[config.mk]
export PLATFORM = sky130hd
export DESIGN_NAME = oams_ctrl_flat
export DESIGN_NICKNAME = d
export VERILOG_FILES = /design/src/oams_pkg.sv /design/src/oams_if.sv /design/src/oams_ctrl.sv /design/src/flat_wrapper.sv
export SDC_FILE = /design/constraint.sdc
export NUM_CORES = 1
export LEC_CHECK = 0
export BUFFER_PORTS_ARGS = -buffer_cell sky130_fd_sc_hd__buf_2
export CORE_MARGIN = 1
export CORE_UTILIZATION = 40
export DETAILED_ROUTE_END_ITERATION = 12
export PLACE_DENSITY = 0.71
export SETUP_SLACK_MARGIN = 0.2
export SLEW_MARGIN = 40
export SYNTH_ARGS = -nofsm -noshare
export SYNTH_HDL_FRONTEND = slang
export SYNTH_SLANG_ARGS = --single-unit
[constraint.sdc]
create_clock -name CLK -period 2.2 [get_ports CLK]
set_input_delay 0.44 -clock CLK [delete_from_list [all_inputs] [get_ports CLK]]
set_output_delay 0.44 -clock CLK [all_outputs]
set_load 0.02 [all_outputs]
[src/oams_pkg.sv]
// Constants, codes and register map shared by the slice and its controller.
// Assumes a single 250 MHz clock and 32-bit software data.
package oams_pkg;

  // ----------------------------------------------------------------
  // Datapath widths
  // ----------------------------------------------------------------
  localparam int FACTOR_W = 18;
  localparam int PRODUCT_W = 36;
  localparam int RESULT_W = 48;
  localparam int SELECTOR_W = 7;
  localparam int SHIFT_DIST = 17;
  localparam int STAGES_NONE = 0;
  localparam int STAGES_ONE = 1;
  localparam int STAGES_TWO = 2;

  // ----------------------------------------------------------------
  // Operation selector fields and codes
  // ----------------------------------------------------------------
  localparam int Z_LSB = 4;
  localparam int Y_LSB = 2;
  localparam int X_LSB = 0;
  localparam logic [2:0] Z_ZERO = 3'h0;
  localparam logic [2:0] Z_CASCADE = 3'h1;
  localparam logic [2:0] Z_RESULT = 3'h2;
  localparam logic [2:0] Z_ADDEND = 3'h3;
  localparam logic [2:0] Z_SHIFTED_CASCADE = 3'h5;
  localparam logic [2:0] Z_SHIFTED_RESULT = 3'h6;
  localparam logic [1:0] XY_ZERO = 2'h0;
  localparam logic [1:0] XY_PRODUCT = 2'h1;
  localparam logic [1:0] X_RESULT = 2'h2;
  localparam logic [1:0] X_CONCAT = 2'h3;
  localparam logic [1:0] Y_ADDEND = 2'h3;
  localparam logic [6:0] SEL_COUNT = 7'h20;
  localparam logic [6:0] SEL_PRELOAD = 7'h30;
  localparam logic [6:0] SEL_ROT_HEAD = 7'h05;
  localparam logic [6:0] SEL_ROT_TAIL = 7'h55;
  localparam logic [17:0] ROT_FACTOR = 18'h00004;

  // ----------------------------------------------------------------
  // Controller register map (byte addresses) and fields
  // ----------------------------------------------------------------
  localparam int ADDR_W = 8;
  localparam int DATA_W = 32;
  localparam logic [7:0] REG_CONTROL = 8'h00;
  localparam logic [7:0] REG_SELECT = 8'h04;
  localparam logic [7:0] REG_FACTOR_A = 8'h08;
  localparam logic [7:0] REG_FACTOR_B = 8'h0c;
  localparam logic [7:0] REG_ADDEND_LO = 8'h10;
  localparam logic [7:0] REG_ADDEND_HI = 8'h14;
  localparam logic [7:0] REG_RESULT_LO = 8'h18;
  localparam logic [7:0] REG_RESULT_HI = 8'h1c;
  localparam logic [7:0] REG_STATUS = 8'h20;
  localparam int CTL_MODE_LSB = 0;
  localparam int CTL_MODE_W = 3;
  localparam int CTL_RUN = 3;
  localparam int CTL_CLEAR = 4;
  localparam int SEL_SUBTRACT = 7;
  localparam int SEL_CARRY = 8;
  localparam int ADDEND_HI_W = 16;

  typedef enum logic [2:0]
  {
    OAMS_MODE_DIRECT = 3'h0,
    OAMS_MODE_COUNT = 3'h1,
    OAMS_MODE_PRELOAD = 3'h2,
    OAMS_MODE_ROT_HEAD = 3'h3,
    OAMS_MODE_ROT_TAIL = 3'h4
  } oams_mode_t;

  typedef enum logic [2:0]
  {
    OAMS_IDLE = 3'h1,
    OAMS_LOAD = 3'h2,
    OAMS_RUN = 3'h4
  } oams_state_t;

endpackage : oams_pkg

[src/oams_if.sv]
// Connection between one arithmetic slice and its controlling logic.
// Assumes both ends share CLK; no clocking here.
interface oams_if;
  import oams_pkg::*;
  logic [FACTOR_W-1:0] factor_a;
  logic [FACTOR_W-1:0] factor_b;
  logic [RESULT_W-1:0] addend;
  logic carry_in;
  logic subtract;
  logic [SELECTOR_W-1:0] operation_selector;
  logic ce_a;
  logic rst_a;
  logic ce_p;
  logic rst_p;
  logic [RESULT_W-1:0] result;

  modport slice_end
  (
    input factor_a, factor_b, addend, carry_in, subtract, operation_selector,
    input ce_a, rst_a, ce_p, rst_p,
    output result
  );

  modport ctrl_end
  (
    output factor_a, factor_b, addend, carry_in, subtract, operation_selector,
    output ce_a, rst_a, ce_p, rst_p,
    input result
  );
endinterface : oams_if

[src/oams_ctrl.sv]
// Controlling logic for one slice: software registers, modes, preload sequence.
// Assumes a plain register port and a slice on the same CLK.
//
// Added by the designer: the strobed register port and the placing of the registers.
module oams_ctrl
(
  input wire logic CLK,
  input wire logic RESET_N,
  oams_if.ctrl_end LINK,
  input wire logic [oams_pkg::ADDR_W-1:0] ADDR,
  input wire logic [oams_pkg::DATA_W-1:0] WDATA,
  input wire logic WRITE,
  input wire logic READ,
  output logic [oams_pkg::DATA_W-1:0] RDATA
);
  import oams_pkg::*;

  // ----------------------------------------------------------------
  // Registers
  // ----------------------------------------------------------------
  oams_mode_t mode;
  logic run;
  logic clear;
  logic [8:0] select;
  logic [FACTOR_W-1:0] factor_a;
  logic [FACTOR_W-1:0] factor_b;
  logic [RESULT_W-1:0] addend;
  oams_state_t state;
  oams_state_t next_state;
  logic [SELECTOR_W-1:0] legal_sel;
  logic ctl_write;

  assign ctl_write = WRITE && (ADDR == REG_CONTROL);

  always_ff @(posedge CLK or negedge RESET_N)
  begin
    if (!RESET_N)
    begin
      mode <= OAMS_MODE_DIRECT;
      run <= 1'b0;
    end
    else if (ctl_write)
    begin
      mode <= oams_mode_t'(WDATA[CTL_MODE_LSB +: CTL_MODE_W]);
      run <= WDATA[CTL_RUN];
    end
  end

  // Clear is a one-cycle pulse on the write
  always_ff @(posedge CLK or negedge RESET_N)
  begin
    if (!RESET_N)
      clear <= 1'b0;
    else
      clear <= ctl_write && WDATA[CTL_CLEAR];
  end

  always_ff @(posedge CLK or negedge RESET_N)
  begin
    if (!RESET_N)
    begin
      select <= '0;
      factor_a <= '0;
      factor_b <= '0;
      addend <= '0;
    end
    else if (WRITE)
    begin
      if (ADDR == REG_SELECT)
        select <= WDATA[8:0];
      if (ADDR == REG_FACTOR_A)
        factor_a <= WDATA[FACTOR_W-1:0];
      if (ADDR == REG_FACTOR_B)
        factor_b <= WDATA[FACTOR_W-1:0];
      if (ADDR == REG_ADDEND_LO)
        addend[DATA_W-1:0] <= WDATA;
      if (ADDR == REG_ADDEND_HI)
        addend[RESULT_W-1:DATA_W] <= WDATA[ADDEND_HI_W-1:0];
    end
  end

  // ----------------------------------------------------------------
  // Sequence: preload takes one cycle, then counting
  // ----------------------------------------------------------------
  always_comb
  begin
    next_state = state;
    unique case (state)
      OAMS_IDLE:
        if (run)
          next_state = (mode == OAMS_MODE_PRELOAD) ? OAMS_LOAD : OAMS_RUN;
      OAMS_LOAD:
        next_state = run ? OAMS_RUN : OAMS_IDLE; // see RULE15
      OAMS_RUN:
        if (!run)
          next_state = OAMS_IDLE;
    endcase
  end

  always_ff @(posedge CLK or negedge RESET_N)
  begin
    if (!RESET_N)
      state <= OAMS_IDLE;
    else
      state <= next_state;
  end

  // Half a product pair is never passed on: both fields or neither
  always_comb
  begin
    legal_sel = select[SELECTOR_W-1:0];
    if (legal_sel[X_LSB +: 2] == XY_PRODUCT || legal_sel[Y_LSB +: 2] == XY_PRODUCT)
    begin
      legal_sel[X_LSB +: 2] = XY_PRODUCT; // see RULE6
      legal_sel[Y_LSB +: 2] = XY_PRODUCT; // see RULE6
    end
  end

  // ----------------------------------------------------------------
  // Drive the slice
  // ----------------------------------------------------------------
  always_comb
  begin
    LINK.factor_a = factor_a;
    LINK.factor_b = factor_b;
    LINK.addend = addend;
    LINK.subtract = select[SEL_SUBTRACT]; // see RULE14
    LINK.carry_in = select[SEL_CARRY];
    LINK.operation_selector = legal_sel;
    unique case (mode)
      OAMS_MODE_COUNT:
      begin
        LINK.carry_in = 1'b1; // see RULE13
        LINK.operation_selector = SEL_COUNT; // see RULE13
      end
      OAMS_MODE_PRELOAD:
      begin
        LINK.carry_in = 1'b1; // see RULE15
        LINK.operation_selector = (state == OAMS_RUN) ? SEL_COUNT : SEL_PRELOAD; // see RULE15
      end
      OAMS_MODE_ROT_HEAD:
      begin
        LINK.factor_a = {1'b0, factor_a[FACTOR_W-1:1]}; // see RULE16
        LINK.factor_b = ROT_FACTOR; // see RULE16
        LINK.subtract = 1'b0;
        LINK.carry_in = 1'b0;
        LINK.operation_selector = SEL_ROT_HEAD;
      end
      OAMS_MODE_ROT_TAIL:
      begin
        LINK.factor_b = ROT_FACTOR; // see RULE16
        LINK.subtract = 1'b0;
        LINK.carry_in = 1'b0;
        LINK.operation_selector = SEL_ROT_TAIL; // see RULE16
      end
      default:
      begin
      end
    endcase
  end

  assign LINK.ce_a = run;
  assign LINK.ce_p = (state != OAMS_IDLE) || clear;
  assign LINK.rst_a = clear;
  assign LINK.rst_p = clear; // see RULE19

  // ----------------------------------------------------------------
  // Read port: data one cycle after the strobe
  // ----------------------------------------------------------------
  always_ff @(posedge CLK or negedge RESET_N)
  begin
    if (!RESET_N)
      RDATA <= '0;
    else if (READ)
    begin
      unique case (ADDR)
        REG_CONTROL: RDATA <= DATA_W'({run, mode});
        REG_SELECT: RDATA <= DATA_W'(select);
        REG_FACTOR_A: RDATA <= DATA_W'(factor_a);
        REG_FACTOR_B: RDATA <= DATA_W'(factor_b);
        REG_ADDEND_LO: RDATA <= addend[DATA_W-1:0];
        REG_ADDEND_HI: RDATA <= DATA_W'(addend[RESULT_W-1:DATA_W]);
        REG_RESULT_LO: RDATA <= LINK.result[DATA_W-1:0];
        REG_RESULT_HI: RDATA <= DATA_W'(LINK.result[RESULT_W-1:DATA_W]);
        REG_STATUS: RDATA <= DATA_W'(state);
        default: RDATA <= '0;
      endcase
    end
    else
      RDATA <= '0;
  end

endmodule : oams_ctrl

[src/flat_wrapper.sv]
// flat-port wrapper written by rule: the top's interface ports become plain ports
module oams_ctrl_flat import oams_pkg::*;
  (CLK, RESET_N, ADDR, WDATA, WRITE, READ, RDATA, LINK_factor_a, LINK_factor_b, LINK_addend, LINK_carry_in, LINK_subtract, LINK_operation_selector, LINK_ce_a, LINK_rst_a, LINK_ce_p, LINK_rst_p, LINK_result);
  oams_if LINK_i ();
  input wire logic CLK;
  input wire logic RESET_N;
  input wire logic [oams_pkg::ADDR_W-1:0] ADDR;
  input wire logic [oams_pkg::DATA_W-1:0] WDATA;
  input wire logic WRITE;
  input wire logic READ;
  output logic [oams_pkg::DATA_W-1:0] RDATA;
  output wire logic [$bits(LINK_i.factor_a)-1:0] LINK_factor_a;
  output wire logic [$bits(LINK_i.factor_b)-1:0] LINK_factor_b;
  output wire logic [$bits(LINK_i.addend)-1:0] LINK_addend;
  output wire logic [$bits(LINK_i.carry_in)-1:0] LINK_carry_in;
  output wire logic [$bits(LINK_i.subtract)-1:0] LINK_subtract;
  output wire logic [$bits(LINK_i.operation_selector)-1:0] LINK_operation_selector;
  output wire logic [$bits(LINK_i.ce_a)-1:0] LINK_ce_a;
  output wire logic [$bits(LINK_i.rst_a)-1:0] LINK_rst_a;
  output wire logic [$bits(LINK_i.ce_p)-1:0] LINK_ce_p;
  output wire logic [$bits(LINK_i.rst_p)-1:0] LINK_rst_p;
  input wire logic [$bits(LINK_i.result)-1:0] LINK_result;
  assign LINK_factor_a = LINK_i.factor_a;
  assign LINK_factor_b = LINK_i.factor_b;
  assign LINK_addend = LINK_i.addend;
  assign LINK_carry_in = LINK_i.carry_in;
  assign LINK_subtract = LINK_i.subtract;
  assign LINK_operation_selector = LINK_i.operation_selector;
  assign LINK_ce_a = LINK_i.ce_a;
  assign LINK_rst_a = LINK_i.rst_a;
  assign LINK_ce_p = LINK_i.ce_p;
  assign LINK_rst_p = LINK_i.rst_p;
  assign LINK_i.result = LINK_result;
  oams_ctrl u_core (.CLK(CLK), .RESET_N(RESET_N), .LINK(LINK_i), .ADDR(ADDR), .WDATA(WDATA), .WRITE(WRITE), .READ(READ), .RDATA(RDATA));
endmodule
## Yosys cells after proc, flatten, opt, wreduce, memory -nomap -nowiden

Index checks and enable logic that the tools add are counted.

| word-level totals | value |
|---|---|
| output and inout bits | 129 |
| register bits | 133 |
| bits of input ports | 92 |
| word-level logic and storage cells | 57 |

| operators by class | value |
|---|---|
| equality and inequality tests | 20 |
| reductions and logical operators | 13 |
| multiplexer cells | 14 |

Operators with widths:

| cell | count |
|---|---|
| case mux 32 bit (9 select lines) | 1 |
| 2-to-1 mux 18 bit | 2 |
| == test 8 x 5 -> 1 bit (second input constant) | 4 |
| 2-to-1 mux 32 bit | 1 |
| case mux 7 bit (4 select lines) | 1 |
| == test 8 x 4 -> 1 bit (second input constant) | 2 |
| 2-to-1 mux 3 bit | 4 |
| AND reduction 2 bit | 6 |
| == test 3 x 2 -> 1 bit (second input constant) | 3 |
| case mux 3 bit (3 select lines) | 1 |
| == test 8 x 3 -> 1 bit (second input constant) | 1 |
| == test 8 x 6 -> 1 bit (second input constant) | 1 |
| logical NOT 8 bit | 1 |
| == test 3 x 1 -> 1 bit (second input constant) | 2 |
| == test 3 bit (second input constant) | 2 |
| 2-to-1 mux 5 bit | 1 |
| == test 2 x 1 -> 1 bit (second input constant) | 2 |
| 2-to-1 mux 4 bit | 1 |
| OR reduction 2 bit | 2 |
| inequality test 3 x 1 -> 1 bit (second input constant) | 1 |
| logical AND 1 bit | 2 |
| logical OR 1 bit | 2 |
| inequality test 2 x 1 -> 1 bit (second input constant) | 1 |
| inequality test 2 bit (second input constant) | 1 |
| other kinds (2) | 2 |

## Longest topological paths before layout

| logic depth | value |
|---|---|
| depth in word-level cells | 4 |
| depth in mapped cells | 8 |
| gate-level depth less buffers | 4 |

## Worst setup path before layout

OpenSTA, ideal clock, no wires.

| path | value |
|---|---|
| path type | input port to flip-flop |
| start | input port ADDR[5] (netlist name) |
| end | register u_core.addend[37], in the netlist u_core.LINK.addend[37] |
| cell stages on the path | 6 |
| required time | 2,075 ps |
| arrival time | 1,796 ps |
| slack | 279 ps |
| setup time | 125 ps |
| buffers on the path | 2 |
| path through | nor3_2 -> and2_1 -> and4_1 -> buf_4 -> buf_6 -> mux2_2 |

| between the ends | value |
|---|---|
| word-level cells in the longest chain between the ends | 2 |

Ends and longest elaborated chain:

| element | line | text |
|---|---|---|
| start: declaration | flat_wrapper.sv:7 | `input wire logic [oams_pkg::ADDR_W-1:0] ADDR;` |
| == test 8 x 5 -> 1 bit | oams_ctrl.sv:77 | `if (ADDR == REG_ADDEND_HI)` |
| AND reduction 2 bit (no source line) | n/a |  |
| end signal: indexed assignment | oams_ctrl.sv:78 | `addend[RESULT_W-1:DATA_W] <= WDATA[ADDEND_HI_W-1:0];` |
| end: declaration | oams_ctrl.sv:27 | `logic [RESULT_W-1:0] addend;` |

No other way between the ends.
A chain may end at the register's enable or synchronous reset.

## Worst setup path in the final report

| path | value |
|---|---|
| start | register u_core.mode[2] |
| end | output port LINK_factor_b[14] |

| between the ends | value |
|---|---|
| word-level cells in the longest chain between the ends | 3 |
| elaborated cells between the ends (all ways) | 4 |
| those cells by class | eq/ne: 2; mux: 1; reduce/logical: 1 |

Ends and longest elaborated chain:

| element | line | text |
|---|---|---|
| start: declaration | oams_ctrl.sv:21 | `oams_mode_t mode;` |
| start signal: assignment | oams_ctrl.sv:44 | `mode <= oams_mode_t'(WDATA[CTL_MODE_LSB +: CTL_MODE_W]);` |
| == test 3 x 2 -> 1 bit / == test 3 bit (equally long branches) | oams_ctrl.sv:130 | `unique case (mode)` |
| OR reduction 2 bit (no source line) (*) | n/a |  |
| 2-to-1 mux 18 bit (*) | oams_ctrl.sv:130 |  |
| end: declaration | flat_wrapper.sv:13 | `output wire logic [$bits(LINK_i.factor_b)-1:0] LINK_factor_b;` |

Every way passes the cells marked *; elsewhere a longest branch is shown, timed or not.

==> results.txt <==
- Counting every net in the synthesized netlist gives 599.
* Maximum Capacitance Violations: 0
* Slowest stage cell on the critical path: dfrtp_1
- Proportion of layout cells with a drive suffix above 1: 0.619
- Number of synthesized flops with an enable pin: 0
- Status: finished with violations
- Worst hold path class: in2reg
* Synth unique cells: 52
- Effective utilization at floorplan: 0.410
* Arrival time at the worst endpoint: 1.82 ns
* Relative area change from synthesis to final layout: 40.5%
- During placement, the flow inserted port buffers numbering 220.
* Biggest area consumer among synthesized cells: dfrtp_1
- Worst Skew: 0.00609 ns
- Dividing the detail-routed via count by the number of cells gives 5.51.
- Data required time at the worst endpoint: 1.76 ns
- Global-route wire length before repair: 31.4 mm
- Area inside the core boundary: 0.0159 sq mm
- Final worst path period share: 1.03
- Setup repair after global routing could not meet its margin everywhere.
- The cell sitting at the root of the clock tree is a clkbuf_16.
* Number of standard-cell rows in the floorplan: 46
* Total routing usage reported by global routing: 0.254
- Setup CP Type: reg2out
- Vias in the first global route: 5,577
* Number of filler instances in the final layout: 1,336
* Largest buffer count on any clock path: 2
* Count of pins on the block boundary: 221
- Total power per unit cell area: 750 mW/mm^2
- Drt wl/cell: 21.4 microns
- Post-route antenna net violation count: 0
- Worst Setup End Kind: output pin
- The initial antenna violation count is 1.
- Instance count of the mapped netlist: 507
* Category of the worst setup path launch point: flop
- Detailed-route via count: 5,487
- TritonRoute pass-1 iters: 4
- Iteration-0 DRC count of the detailed router: 315
- At the pin with the least slew margin, the transition time is 0.550 ns.
- From bottom edge to top edge, the die measures 130 microns.
- Number of levels in the clock H-tree: 4
- Number of DRC violations after detailed routing: 0
- Static leakage power: 4.72 nW
* Wire length after detailed routing: 21.3 mm
- Aggregate global routing overflow: 0
- HPWL after detailed placement: 15.0 mm
- The die is 130 microns wide.
- Maximum number of pins on one net before global-route repair: 58
* Cts bufs inserted: 17
* Final weighted congestion in routability-driven placement: 0.884
* Least setup slack across all paths after layout: -0.0635 ns
* Setup TNS after final layout: -0.700 ns
- Flop2flop setup slack: 0.63 ns
- The checks that failed: negative setup slack.
- Measured on the finished design, the core utilization comes to 0.576.
- Critical path, cell by cell: buf_4 > a21boi_4 > buf_6 > and2_4 > buf_6
- In this run the worst path has a maximum fanout of 13.
- Async set or reset register ratio after synthesis: 1.00
- Clock Sinks: 133
- Cell repeated most along the worst path: buf_6
- The number of hold-slack violations in the final timing report came to 0.
- For this run, the register share of the synthesized area comes to 0.512.
* Design Area, Final: 0.00914 sq mm
- After clock tree synthesis, the clock-pin slew on the worst setup and hold paths is 0.06 ns.
- Top_reg_cell synth: dfrtp_1
* Warnings, synthesis: 0
- In this design, the stage delay of the slowest critical-path cell is 0.40 ns.
* Total Die Area: 0.0168 sq mm
* Slew margin rel.: 0.633
- The final-report max-slew violation count is 0.
* Combined area of all synthesized cells: 0.00651 sq mm
- TritonCTS clock tree: done
- The commonest cells after synthesis are 132 x dfrtp_1, 130 x mux2_2, 31 x nor2_1.
- The clock reaches the later pin of the worst-skew pair after 0.42 ns.
- Avg Synthesized Cell Area: 12.8 sq um
* Min Tclk post-route: 2.26 ns
* Area contributors post-synth: dfrtp_1 51%, mux2_2 23%, mux4_2 4.2%
* Area fraction of the dominant cell type after synthesis: 0.508
- Summing all placed instances gives a cell area of 0.00798 sq mm.
- Counting flops and latches in the post-synthesis netlist gives 133.
* Final setup vio count: 24
- Layout net count: 858
- Highest achievable clock rate: 442 MHz
* Most common cell in the netlist: dfrtp_1
- Peak VDD IR: 0.517 mV
## layout by cell type, fill, tap and decap left out, types with 9 or more instances in the layout
cell,synthesis,final
dfrtp_1,132,128
and2_4,0,9
mux4_2,12,12
buf_6,3,32
nand2_1,19,19
buf_4,2,50
nor2_1,31,30
buf_2,15,185
a21oi_1,12,11
mux2i_1,9,9
a22oi_1,21,21
mux2_2,130,130
and2_1,21,12
clkbuf_16,0,17
## state kept, by name, summed over array words and instances, names as in the netlist
signal              count
u_core.select           9
u_core.LINK.rst_a       1
u_core.factor_a        18
u_core.LINK.addend     48
u_core.RDATA           32
u_core.LINK.ce_a        1
u_core.state            3
u_core.factor_b        18
u_core.mode             3
## final timing paths
| check | from | end | cells past startpoint |
|---|---|---|---|
| hold reg to reg | u_core.LINK.addend[19] | u_core.LINK.addend[19] | 1 |
| min in group asynchronous | RESET_N | u_core.LINK.addend[1] | 2 |
| setup reg to reg | u_core.mode[1] | u_core.RDATA[1] | 4 |
| hold / removal | WDATA[28] | u_core.LINK.addend[28] | 2 |
| max in group asynchronous | RESET_N | u_core.LINK.addend[29] | 3 |
| setup / recovery | u_core.mode[2] | LINK_factor_b[14] | 5 |
## through the flow
| step | cells | power, mW | setup WS [ns] | hold slack [ns] |
|---|---|---|---|---|
| after floorplan | 507 | 3.14 | 0.279 | 0.144 |
| after global placement | 945 | 3.53 | 0.122 | 0.438 |
| after detailed placement | 945 | 3.56 | 0.0805 | 0.447 |
| after CTS | 988 | 6.79 | 0.0193 | 0.233 |
| after global routing | 995 | 7.08 | -0.0792 | 0.246 |
| final | 996 | 6.86 | -0.0635 | 0.249 |
## metal layers
metal / share of wire / track usage
met5: 0 / 0
met4: 0.020 / 0.101
met3: 0.075 / 0.0644
met2: 0.49 / 0.416
met1: 0.42 / 0.323
## critical path: cells and delay by family (launching register included)
kind | cells | cell delay [ns]
buffers and inverters | 3 | 0.52
flip-flops | 1 | 0.40
AND/OR/NAND/NOR | 1 | 0.17
AO/OA/AOI/OAI | 1 | 0.31
## logic make-up (layout without fill, tap and decap cells)
logic type	after synthesis	after routing	synth area share
fa+ha+maj	1	1	0.00154
xor+xnor	2	2	0.00269
compound gates	69	69	0.0752
buf+inv	35	307	0.0277
mux	151	151	0.280
simple gates	116	116	0.101
flops	133	133	0.512
other cells	0	1	0
## what timing repair did
item / CTS / global route
gates resized for setup: 37 / 72
hold buffers: 1 / 0
gates cloned: 2 / 2
setup buffers: 8 / 5
pin swaps: 3 / 5
hold endpoints to repair: 3 / 0
setup endpoints to repair: 45 / 46
## layout make-up
type,count,area [sq um],share of cell area
antenna,1,2.50,0.000274
clock buffer,20,457,0.0499
clock inverter,12,201,0.0220
inverter,3,11.3,0.00123
multi-input combinational,339,3110,0.340
sequential,133,3330,0.365
tap,216,270,0.0296
timing repair buffer,272,1750,0.192
## power by group
part	switching (mW)	internal, mW	total, mW
registers	0.125	2.56	2.69
clock network	1.07	2.07	3.15
logic	0.545	0.476	1.02
Note: power is estimated with default switching activity, not from simulation.
